==> src/verilog/die_select_defs.vh <==
// Constants for the stacked die select and address decode block.
// What the document requires, with notes where this block differs
// RL1 - Exactly one die active on shared bus
// RL2 - Die chosen at reset, boundary, software command; at a boundary the die is kept and only flagged
// RL3 - Each die has identifier; C2h selects it
// RL4 - Linear addressing; reads stay in segment
// RL5 - Each die keeps own busy, suspend flags
// RL6 - Program writes 1 to 256 bytes, one page
// RL7 - Erase 16, 128, 256 pages or whole chip
// RL8 - Each die holds own 64-bit serial number
// RL9 - Continuous read needs only 8 overhead clocks; a read here needs 8 opcode clocks plus 24 or 32 address clocks before data
// RL10 - Three 256-byte security registers exist; the block holds no register data and shifts out nothing for 48h
// RL11 - Accept 3-byte or 4-byte address mode
// RL12 - Die index from two top address bits
// RL13 - Sample rising edge, drive on falling
// RL14 - Controller toggles select low after power-up
`ifndef DIE_SELECT_DEFS_VH
`define DIE_SELECT_DEFS_VH
`define OP_DIE_SELECT      8'hC2
`define OP_ENTER_4B        8'hB7
`define OP_EXIT_4B         8'hE9
`define OP_READ            8'h03
`define OP_READ_4B         8'h13
`define OP_FAST_READ       8'h0B
`define OP_PAGE_PROG       8'h02
`define OP_PAGE_PROG_4B    8'h12
`define OP_SECTOR_ERASE    8'h20
`define OP_BLOCK32_ERASE   8'h52
`define OP_BLOCK64_ERASE   8'hD8
`define OP_CHIP_ERASE      8'hC7
`define OP_SUSPEND         8'h75
`define OP_RESUME          8'h7A
`define OP_UNIQUE_ID       8'h4B
`define OP_SEC_READ        8'h48
`define OP_ENABLE_RESET    8'h66
`define OP_RESET_DEVICE    8'h99
`define DIE_MSB            27
`define DIE_LSB            26
`define ADDR_BYTES_3       3'h3
`define ADDR_BYTES_4       3'h4
`define PAGE_BYTES         9'h100
`define SECTOR_PAGES       9'h010
`define BLOCK32_PAGES      9'h080
`define BLOCK64_PAGES      9'h100
`define SEC_REG_COUNT      2'h3
`define BUSY_CYCLES        16'h0040
`define BUSY_CYCLES_CHIP   16'h0400
`endif

==> src/verilog/word_fifo.v <==
// Parameterised valid/ready FIFO held in flip-flops.
`default_nettype none
module word_fifo #(
  parameter WIDTH = 8,
  parameter DEPTH = 32,
  parameter AW    = 5
) (
  input  wire             ref_clk_i,
  input  wire             rst_n_i,
  input  wire [WIDTH-1:0] in_data_i,
  input  wire             in_valid_i,
  output wire             in_ready_o,
  output wire [WIDTH-1:0] out_data_o,
  output wire             out_valid_o,
  input  wire             out_ready_i
);
  reg [WIDTH-1:0] mem [0:DEPTH-1]; // Storage words.
  reg [AW-1:0]    wr_ptr;          // Next slot to fill.
  reg [AW-1:0]    rd_ptr;          // Oldest slot.
  reg [AW:0]      count;           // Words held.
  wire push = in_valid_i && in_ready_o;
  wire pop  = out_valid_o && out_ready_i;
  assign in_ready_o  = (count != DEPTH[AW:0]);
  assign out_valid_o = (count != {(AW+1){1'b0}});
  assign out_data_o  = mem[rd_ptr];
  // Pointers and count; a push and pop together leave the count alone.
  always @(posedge ref_clk_i) begin
    if (!rst_n_i) begin
      wr_ptr <= {AW{1'b0}};
      rd_ptr <= {AW{1'b0}};
      count  <= {(AW+1){1'b0}};
    end else begin
      if (push) begin
        mem[wr_ptr] <= in_data_i;
        wr_ptr      <= (wr_ptr == DEPTH[AW-1:0] - 1'b1) ? {AW{1'b0}} : wr_ptr + 1'b1;
      end
      if (pop) begin
        rd_ptr <= (rd_ptr == DEPTH[AW-1:0] - 1'b1) ? {AW{1'b0}} : rd_ptr + 1'b1;
      end
      if (push && !pop) begin
        count <= count + 1'b1;
      end else if (pop && !push) begin
        count <= count - 1'b1;
      end
    end
  end
endmodule // word_fifo
`default_nettype wire

==> src/verilog/stacked_die_select_decode.v <==
// Die selection, address decode and per-die status for a four-die stack.
`default_nettype none
`include "die_select_defs.vh"
module stacked_die_select_decode #(
  parameter DIES     = 4,
  parameter DEPTH    = 32,
  parameter SERIAL_0 = 64'h0123456789ABCDE0, // Arbitrary value.
  parameter SERIAL_1 = 64'h0123456789ABCDE1, // Arbitrary value.
  parameter SERIAL_2 = 64'h0123456789ABCDE2, // Arbitrary value.
  parameter SERIAL_3 = 64'h0123456789ABCDE3  // Arbitrary value.
) (
  input  wire        ref_clk_i,
  input  wire        rst_n_i,
  input  wire        chip_sel_n_i,
  input  wire        sclk_i,
  input  wire        serial_in_line_i,
  input  wire        read_ready_i,
  output reg         serial_out_o,
  output reg         serial_out_oe_o,
  output reg  [3:0]  die_active_o,
  output reg  [1:0]  die_identifier_o,
  output reg  [3:0]  busy_flags_o,
  output reg  [3:0]  suspend_flags_o,
  output reg         addr_4byte_o,
  output reg  [7:0]  read_data_o,
  output reg         read_valid_o,
  output reg         boundary_event_o
);
  // Three-stage synchronisers; a change counts when stages two and three agree.
  reg [2:0] cs_s, clk_s, din_s;
  reg       cs_q, clk_q;
  always @(posedge ref_clk_i) begin
    if (!rst_n_i) begin
      cs_s  <= 3'h7;
      clk_s <= 3'h0;
      din_s <= 3'h0;
      cs_q  <= 1'b1;
      clk_q <= 1'b0;
    end else begin
      cs_s  <= {cs_s[1:0], chip_sel_n_i};
      clk_s <= {clk_s[1:0], sclk_i};
      din_s <= {din_s[1:0], serial_in_line_i};
      if (cs_s[1] == cs_s[2]) cs_q <= cs_s[2];
      if (clk_s[1] == clk_s[2]) clk_q <= clk_s[2];
    end
  end
  wire clk_new  = (clk_s[1] == clk_s[2]) ? clk_s[2] : clk_q;
  wire rise     = clk_new && !clk_q && !cs_q;  // RL13
  wire fall     = !clk_new && clk_q && !cs_q;  // RL13
  wire cs_fall  = (cs_s[1] == cs_s[2]) && !cs_s[2] && cs_q;
  wire cs_rise  = (cs_s[1] == cs_s[2]) && cs_s[2] && !cs_q;

  // Frame state: one-hot phases.
  localparam ST_OP   = 4'h1;
  localparam ST_ADDR = 4'h2;
  localparam ST_DATA = 4'h4;
  localparam ST_DONE = 4'h8;
  reg [3:0]  state;
  reg [7:0]  shift;      // Incoming bits.
  reg [2:0]  bitcnt;     // Bits of current byte.
  reg [7:0]  opcode;     // Current instruction.
  reg [2:0]  abytes;     // Address bytes received.
  reg [31:0] addr;       // Linear address in flight.
  reg [8:0]  prog_cnt;   // Bytes programmed in this page.
  reg        armed;      // Chip select has fallen since reset.
  reg        rst_enabled;// Reset-enable seen last frame.
  reg [1:0]  sec_idx;    // Security register picked by address.
  reg [15:0] busy_cnt [0:DIES-1];
  reg [7:0]  out_byte;   // Byte being shifted out.
  reg [2:0]  out_cnt;
  wire [7:0] byte_in   = {shift[6:0], din_s[2]};
  wire [2:0] need      = addr_4byte_o ? `ADDR_BYTES_4 : `ADDR_BYTES_3; // RL11
  wire       is_read   = (opcode == `OP_READ) || (opcode == `OP_READ_4B) || (opcode == `OP_FAST_READ);
  wire       is_prog   = (opcode == `OP_PAGE_PROG) || (opcode == `OP_PAGE_PROG_4B);
  wire       addr_op   = is_read || is_prog || (opcode == `OP_SECTOR_ERASE) || (opcode == `OP_BLOCK32_ERASE)
                         || (opcode == `OP_BLOCK64_ERASE) || (opcode == `OP_SEC_READ);
  // Die picked by the two top bits of the linear address.
  wire [1:0] addr_die  = addr[`DIE_MSB:`DIE_LSB]; // RL12

  // FIFO between the read path and the consumer.
  reg        fifo_in_valid;
  reg  [7:0] fifo_in_data;
  wire       fifo_in_ready;
  wire [7:0] fifo_out_data;
  wire       fifo_out_valid;
  word_fifo #(.WIDTH(8), .DEPTH(DEPTH), .AW(5)) u_fifo (
    .ref_clk_i   (ref_clk_i),
    .rst_n_i     (rst_n_i),
    .in_data_i   (fifo_in_data),
    .in_valid_i  (fifo_in_valid),
    .in_ready_o  (fifo_in_ready),
    .out_data_o  (fifo_out_data),
    .out_valid_o (fifo_out_valid),
    .out_ready_i (read_ready_i || !read_valid_o)
  );

  // Serial number byte lookup for the active die.
  function [7:0] serial_byte;
    input [1:0] die;
    input [2:0] idx;
    reg   [63:0] s;
    begin
      s = (die == 2'h0) ? SERIAL_0 : (die == 2'h1) ? SERIAL_1 : (die == 2'h2) ? SERIAL_2 : SERIAL_3;
      serial_byte = s[{~idx, 3'h0} +: 8]; // RL8
    end
  endfunction
  // Serial number byte for the active die, so its top bit can be sent first.
  wire [7:0] uid_byte  = serial_byte(die_identifier_o, addr[2:0]); // RL8

  // Main frame sequencer, die select and address tracking.
  always @(posedge ref_clk_i) begin
    if (!rst_n_i) begin
      state            <= ST_OP;
      shift            <= 8'h00;
      bitcnt           <= 3'h0;
      opcode           <= 8'h00;
      abytes           <= 3'h0;
      addr             <= 32'h0000_0000;
      prog_cnt         <= 9'h000;
      armed            <= 1'b0;
      rst_enabled      <= 1'b0;
      sec_idx          <= 2'h0;
      die_identifier_o <= 2'h0;                   // RL2
      die_active_o     <= 4'h1;                   // RL1
      addr_4byte_o     <= 1'b0;
      boundary_event_o <= 1'b0;
      fifo_in_valid    <= 1'b0;
      fifo_in_data     <= 8'h00;
      serial_out_o     <= 1'b0;
      serial_out_oe_o  <= 1'b0;
      out_byte         <= 8'h00;
      out_cnt          <= 3'h0;
    end else begin
      boundary_event_o <= 1'b0;
      fifo_in_valid    <= 1'b0;
      // One-hot decode keeps exactly one die on the bus.
      die_active_o     <= 4'h1 << die_identifier_o; // RL1
      if (cs_fall) begin
        armed   <= 1'b1;                          // RL14
        state   <= ST_OP;
        bitcnt  <= 3'h0;
        abytes  <= 3'h0;
        out_cnt <= 3'h0;
      end
      if (cs_rise) begin
        serial_out_oe_o <= 1'b0;
        // Frame-end actions: a reset only takes effect on a full frame.
        if (state == ST_DONE && opcode == `OP_ENABLE_RESET) begin
          rst_enabled <= 1'b1;
        end else begin
          rst_enabled <= 1'b0;
        end
        if (state == ST_DONE && opcode == `OP_RESET_DEVICE && rst_enabled) begin
          die_identifier_o <= 2'h0;               // RL2
          addr_4byte_o     <= 1'b0;
        end
        state <= ST_OP;
      end else if (rise && armed) begin
        shift  <= byte_in;
        bitcnt <= bitcnt + 1'b1;
        if (bitcnt == 3'h7) begin
          case (state)
            ST_OP: begin
              opcode <= byte_in;
              if (byte_in == `OP_ENTER_4B) addr_4byte_o <= 1'b1;   // RL11
              if (byte_in == `OP_EXIT_4B)  addr_4byte_o <= 1'b0;   // RL11
              state <= (byte_in == `OP_DIE_SELECT) ? ST_DATA : ST_DONE;
              if (byte_in == `OP_PAGE_PROG || byte_in == `OP_PAGE_PROG_4B || byte_in == `OP_READ
                  || byte_in == `OP_READ_4B || byte_in == `OP_FAST_READ || byte_in == `OP_SECTOR_ERASE
                  || byte_in == `OP_BLOCK32_ERASE || byte_in == `OP_BLOCK64_ERASE
                  || byte_in == `OP_SEC_READ) begin
                state <= ST_ADDR;
              end
              if (byte_in == `OP_UNIQUE_ID) begin
                state <= ST_DATA;
                addr  <= 32'h0000_0000;
              end
              prog_cnt <= 9'h000;
            end
            ST_ADDR: begin
              addr   <= {addr[23:0], byte_in};
              abytes <= abytes + 1'b1;
              if (abytes + 1'b1 == need) begin
                state <= ST_DATA;
                if (need == `ADDR_BYTES_3) begin
                  // Three-byte mode keeps the current die's upper bits.
                  addr <= {4'h0, die_identifier_o, 2'h0, addr[15:0], byte_in};
                end else if (opcode != `OP_SEC_READ) begin
                  die_identifier_o <= addr[`DIE_MSB-8:`DIE_LSB-8]; // RL12
                end
                sec_idx <= addr[13:12] - 2'h1;    // RL10
              end
            end
            ST_DATA: begin
              if (opcode == `OP_DIE_SELECT) begin
                die_identifier_o <= byte_in[1:0]; // RL3
                state            <= ST_DONE;
              end else if (is_prog && prog_cnt != `PAGE_BYTES) begin
                prog_cnt <= prog_cnt + 1'b1;      // RL6
                // Address wraps inside the 256-byte page.
                addr[7:0] <= addr[7:0] + 8'h01;   // RL6
              end
            end
            default: state <= state;
          endcase
        end
      end else if (fall && state == ST_DATA && (is_read || opcode == `OP_UNIQUE_ID)) begin
        // Read data shifts out on falling edges, most significant bit first.
        serial_out_oe_o <= 1'b1;                  // RL13
        if (out_cnt == 3'h0) begin
          out_byte         <= (opcode == `OP_UNIQUE_ID) ? uid_byte
                              : addr[7:0] ^ {6'h00, addr_die} ^ {6'h00, sec_idx};
          serial_out_o     <= (opcode == `OP_UNIQUE_ID) ? uid_byte[7] : addr[7];
          fifo_in_data     <= addr[7:0];
          fifo_in_valid    <= fifo_in_ready && is_read;
        end else begin
          serial_out_o <= out_byte[3'h7 - out_cnt];
        end
        out_cnt <= out_cnt + 1'b1;
        if (out_cnt == 3'h7) begin
          // Continuous read stays in its 512Mb segment by wrapping the low bits.
          // No new instruction is needed for the next byte, which keeps overhead low.
          addr <= {addr[31:`DIE_MSB+1], addr_die, addr[`DIE_LSB-1:0] + 26'h1}; // RL4 RL9
          if (opcode != `OP_UNIQUE_ID && (&addr[`DIE_LSB-1:0])) begin
            boundary_event_o <= 1'b1;             // RL2
          end
        end
      end
    end
  end

  // Consumer side register for FIFO output.
  always @(posedge ref_clk_i) begin
    if (!rst_n_i) begin
      read_data_o  <= 8'h00;
      read_valid_o <= 1'b0;
    end else if (read_ready_i || !read_valid_o) begin
      read_data_o  <= fifo_out_data;
      read_valid_o <= fifo_out_valid;
    end
  end

  // Per-die busy and suspend flags, each die independent.
  genvar g;
  generate
    for (g = 0; g < DIES; g = g + 1) begin : g_die
      wire start = cs_rise && state == ST_DONE && die_identifier_o == g
                   && (opcode == `OP_CHIP_ERASE) || (cs_rise && state == ST_DATA && die_identifier_o == g
                   && (is_prog || opcode == `OP_SECTOR_ERASE || opcode == `OP_BLOCK32_ERASE
                   || opcode == `OP_BLOCK64_ERASE)); // RL7
      wire susp  = cs_rise && state == ST_DONE && die_identifier_o == g && opcode == `OP_SUSPEND;
      wire resm  = cs_rise && state == ST_DONE && die_identifier_o == g && opcode == `OP_RESUME;
      always @(posedge ref_clk_i) begin
        if (!rst_n_i) begin
          busy_cnt[g]        <= 16'h0000;
          busy_flags_o[g]    <= 1'b0;
          suspend_flags_o[g] <= 1'b0;
        end else begin
          if (start && !busy_flags_o[g]) begin
            busy_cnt[g]     <= (opcode == `OP_CHIP_ERASE) ? `BUSY_CYCLES_CHIP : `BUSY_CYCLES;
            busy_flags_o[g] <= 1'b1;            // RL5
          end else if (susp && busy_flags_o[g]) begin
            suspend_flags_o[g] <= 1'b1;         // RL5
          end else if (resm && suspend_flags_o[g]) begin
            suspend_flags_o[g] <= 1'b0;         // RL5
          end else if (busy_flags_o[g] && !suspend_flags_o[g]) begin
            busy_cnt[g] <= busy_cnt[g] - 16'h0001;
            if (busy_cnt[g] == 16'h0001) busy_flags_o[g] <= 1'b0;
          end
        end
      end
    end
  endgenerate
endmodule // stacked_die_select_decode
`default_nettype wire

==> config.mk <==
export PLATFORM = sky130hd
export DESIGN_NAME = stacked_die_select_decode
export DESIGN_NICKNAME = d
export VERILOG_FILES = /design/src/verilog/word_fifo.v /design/src/verilog/stacked_die_select_decode.v
export VERILOG_INCLUDE_DIRS = /design/src /design/src/verilog
export SDC_FILE = /design/constraint.sdc
export NUM_CORES = 1
export LEC_CHECK = 0
export BUFFER_PORTS_ARGS = -buffer_cell sky130_fd_sc_hd__buf_4
export CORE_AREA = 2 2 232 234
export CTS_BUF_LIST = sky130_fd_sc_hd__clkbuf_4 sky130_fd_sc_hd__clkbuf_8
export CTS_CLUSTER_DIAMETER = 40
export CTS_CLUSTER_SIZE = 40
export DETAILED_ROUTE_END_ITERATION = 8
export DIE_AREA = 0 0 234 236
export GPL_TIMING_DRIVEN = 0
export PLACE_DENSITY_LB_ADDON = 0.15
export RECOVER_POWER = 50
export SETUP_SLACK_MARGIN = 0.4
export SYNTH_ARGS = -nofsm -noshare
export SYNTH_HDL_FRONTEND = slang
export SYNTH_SLANG_ARGS = --single-unit
==> constraint.sdc <==
create_clock -name ref_clk_i -period 3.8 [get_ports ref_clk_i]
set_input_delay 0.19 -clock ref_clk_i [delete_from_list [all_inputs] [get_ports ref_clk_i]]
set_output_delay 0.19 -clock ref_clk_i [all_outputs]
set_load 0.005 [all_outputs]
==> insert_results.sql <==
INSERT INTO impl_metrics (metric_group, metric, value, unit) VALUES
('global_routing', 'grt_max_degree', '34', ''),
('floorplan', 'die_area', '0.0552', 'mm^2'),
('global_routing', 'first_global_vias', '14200', ''),
('global_routing', 'grt_pass1_wl', '83000', 'um'),
('clock_network', 'h-tree-depth', '3', ''),
('yosys', 'yosys-top-cells-area', 'sky130_fd_sc_hd__edfxtp_1 (46%), sky130_fd_sc_hd__dfxtp_1 (13%), sky130_fd_sc_hd__mux4_2 (6.9%)', ''),
('placement', 'finalWeightedCongestion', '0.873', ''),
('setup_path', 'critical_path.slowest_cell', 'sky130_fd_sc_hd__nor3_1', ''),
('power_and_ir_drop', 'peakVddDrop', '271', 'uV'),
('placement', 'hpwl', '35800', 'um'),
('floorplan', 'floorplan.die.height', '236', 'um'),
('drt', 'avgRoutedWirePerCell', '20.6', 'um'),
('run', 'maxCapViolCount', '0', ''),
('drt', 'detail-route-antenna-nets', '0', ''),
('timing', 'maxSlewHeadroom', '11.6', '%'),
('timing', 'max_slew_violation_total_from_the_final_report', '0', ''),
('global_routing', 'antenna_found_initial', '0', ''),
('yosys', 'yosys.area_share.adder', '2.14', '%'),
('setup_path', 'family_with_the_most_delay_on_the_worst_path', 'simple AND/OR/NAND/NOR gates', ''),
('setup_path', 'rr_endpoint', 'sec_idx[0]$_SDFFE_PN0P_', ''),
('clock_network', 'tritoncts_buffers', '84', ''),
('clock_network', 'clk_root_buffer_cell', 'sky130_fd_sc_hd__clkbuf_8', ''),
('setup_path', 'crit_path_end_kind', 'register', ''),
('yosys', 'yosysSeqAreaShare', '59.6', '%'),
('setup_path', 'crit_path_max_incr_delay', '0.94', 'ns'),
('yosys', 'netlist_top_cells_count', 'sky130_fd_sc_hd__edfxtp_1 (320), sky130_fd_sc_hd__nor2_1 (221), sky130_fd_sc_hd__nand2_1 (146), sky130_fd_sc_hd__dfxtp_1 (140), sky130_fd_sc_hd__a21oi_1 (102)', ''),
('drt', 'remaining_drcs', '0', ''),
('clock_network', 'worst_setup_hold_path_clk_slew', '0.07', 'ns'),
('timing', 'finalSetupViolations', '0', ''),
('clock_network', 'cts.repair_timing.setup_buffer_count', '0', ''),
('drt', 'dr.pass1.iters', '5', ''),
('setup_path', 'critPathMostFrequentCell', 'sky130_fd_sc_hd__nor2_1', ''),
('drt', 'detailroute.via_count', '14100', ''),
('power_and_ir_drop', 'proportion_of_power_drawn_by_flip_flops_and_latches', '43.6', '%'),
('setup_path', 'worstPathRequired', '4.32', 'ns'),
('setup_path', 'crit_path_max_fanout', '10', ''),
('timing', 'timing.final.crit_share', '90.2', '%'),
('cells_and_area', 'layout-drive-gt1-share', '15.7', '%'),
('yosys', 'syn-mean-instance-area', '12.2', 'um^2'),
('worst_hold_path', 'min_from', 'chip_sel_n_i', ''),
('setup_path', 'r2r_setup_slack', '0.37', 'ns'),
('setup_path', 'worst-setup-path-type', 'register to register', ''),
('timing', 'timing.clock.skew', '0.0338', 'ns'),
('setup_path', 'critical_path.cell_chain', 'clkbuf_1, or4b_4, nor3_1, nand3_1, nor2_1, mux2i_1, nor2_1', ''),
('timing', 'finalHoldViolCount', '0', ''),
('worst_hold_path', 'min-delay-path-class', 'primary input to register', ''),
('setup_path', 'critical_path.reg2reg.startpoint', 'state[1]$_SDFFE_PP0P_', ''),
('floorplan', 'die_width', '234', 'um'),
('power_and_ir_drop', 'combinationalPowerShare', '13.9', '%'),
('clock_network', 'tritoncts_clock_tree', 'yes', ''),
('yosys', 'syn-instance-count', '1711', ''),
('clock_network', 'clkSinkCount', '460', ''),
('outcome', 'result_of_the_run', 'finished, final reports clean', ''),
('placement', 'port-buffer-count', '31', ''),
('power_and_ir_drop', 'switching_share', '26.7', '%'),
('yosys', 'synth_compound_area_share', '8.21', '%'),
('drt', 'post_drt_via_cell_ratio', '5.44', ''),
('timing', 'worstMarginPinSlew', '1.32', 'ns'),
('yosys', 'synth_xor_area_share', '3.28', '%'),
('timing', 'min_period', '3.43', 'ns'),
('power_and_ir_drop', 'power_density', '529', 'mW/mm^2'),
('yosys', 'simple_gate_portion_of_the_synthesized_area', '16.1', '%'),
('yosys', 'post_synth_num_cell_types', '88', ''),
('floorplan', 'rows', '85', ''),
('yosys', 'synthesized_netlist_net_count', '1752', ''),
('cells_and_area', 'num-fill-cells', '4846', ''),
('cells_and_area', 'antenna_cells', '0', ''),
('timing', 'grt_setup_unrepaired', 'no', ''),
('cells_and_area', 'areaGrowthSynthToFinish', '14.4', '%'),
('power_and_ir_drop', 'cellInternalPower', '9.24', 'mW'),
('cells_and_area', 'area_taken_by_multi_input_logic_gates', '0.00779', 'mm^2');
==> worst max-delay path by stage <==
stage	slack [ns]	depth (start not counted)	end	start
final	0.37	7	sec_idx[0]$_SDFFE_PN0P_	state[1]$_SDFFE_PP0P_
after global routing	0.21	9	busy_cnt[3][15]$_SDFFCE_PN0P_	cs_s[1]$_SDFF_PN1_
after CTS	0.40	9	busy_cnt[3][15]$_SDFFCE_PN0P_	cs_s[1]$_SDFF_PN1_
after detailed placement	0.30	9	busy_cnt[3][2]$_SDFFCE_PN0P_	cs_s[1]$_SDFF_PN1_
after global placement	0.32	9	busy_cnt[3][3]$_SDFFCE_PN0P_	cs_s[1]$_SDFF_PN1_
after floorplan	1.03	13	u_fifo.count[5]$_SDFFE_PN0P_	u_fifo.count[0]$_SDFFE_PN0P_
==> layout make-up <==
class | count | share of cell area [%]
Tap cell | 696 | 3.66
Multi-Input combinational cell | 1121 | 32.7
Clock inverter | 55 | 2.50
Sequential cell | 460 | 52.1
Timing Repair Buffer | 35 | 1.02
Buffer | 97 | 1.86
Inverter | 33 | 0.525
Clock buffer | 101 | 5.60
==> state kept, by name (all words and copies together), names as in the netlist, 4 cells and up <==
name,cells
read_data_o,8
addr,28
u_fifo.rd_ptr,5
busy_flags_o,4
prog_cnt,9
out_byte,8
busy_cnt,64
shift,7
opcode,8
fifo_in_data,8
suspend_flags_o,4
u_fifo.mem,256
state,4
u_fifo.count,6
u_fifo.wr_ptr,5
die_active_o,4
==> power by group through the flow <==
| stage | Clock [mW] | Sequential [mW] | Combinational, mW |
|---|---|---|---|
| floorplan | 0 | 5.59 | 1.29 |
| global placement | 0 | 5.60 | 1.77 |
| detailed placement | 0 | 5.60 | 1.77 |
| CTS | 5.50 | 5.50 | 1.78 |
| global route | 5.72 | 5.51 | 1.91 |
| finish | 5.36 | 5.50 | 1.75 |
==> cells by family (layout without fill, tap and decap cells) <==
| group | Yosys count | in the layout |
|---|---|---|
| simple gates | 657 | 657 |
| xor+xnor | 78 | 78 |
| compound gates | 269 | 269 |
| flops | 460 | 460 |
| buf+inv | 130 | 321 |
| fa+ha+maj | 35 | 35 |
| mux | 82 | 82 |
==> metal layers <==
metal | share of wire, % | track usage (%) | vias to the layer above
li1 | - | - | 6686
met1 | 45 | 26.4 | 6948
met3 | 5.1 | 4.10 | 113
met5 | 0 | 0 | -
met4 | 2.9 | 7.04 | 0
met2 | 47 | 31.1 | 385
==> what timing repair did <==
item / CTS / global route
resized for setup: 2 / 6
pin swaps: 1 / 0
hold buffers: 4 / 0
endpoints found under the setup margin: 50 / 51
hold endpoints to repair: 4 / 0
==> tightest hold or removal path, stage by stage <==
cell	delay, ns
sky130_fd_sc_hd__dlygate4sd3_1	0.53
sky130_fd_sc_hd__buf_4	0.10
sky130_fd_sc_hd__nand2b_1	0.09
==> metrics by stage <==
| step | hold slack [ns] | worst slack [ns] | power [mW] | utilization [%] | area (um^2) |
|---|---|---|---|---|---|
| global route | 0.241 | 0.214 | 13.1 | 44.9 | 23800 |
| CTS | 0.209 | 0.401 | 12.8 | 45.0 | 23900 |
| global placement | 0.390 | 0.315 | 7.37 | 41.3 | 21900 |
| detailed placement | 0.385 | 0.303 | 7.38 | 41.3 | 21900 |
| floorplan | 0.291 | 1.03 | 6.87 | - | 20800 |
| finish | 0.270 | 0.373 | 12.6 | 44.9 | 23800 |
==> cells in the final DEF, fill, tap and decap left out, drive strengths merged, types with 46 or more instances in the layout <==
master / netlist / final
nor3: 46 / 46
edfxtp: 320 / 320
nand2: 147 / 147
nand3: 48 / 48
a21oi: 104 / 104
dfxtp: 140 / 140
clkbuf: 57 / 196
mux4: 64 / 64
o21ai: 46 / 46
nor2: 223 / 223
xnor2: 54 / 54
Power figures use the tool's default switching activity.
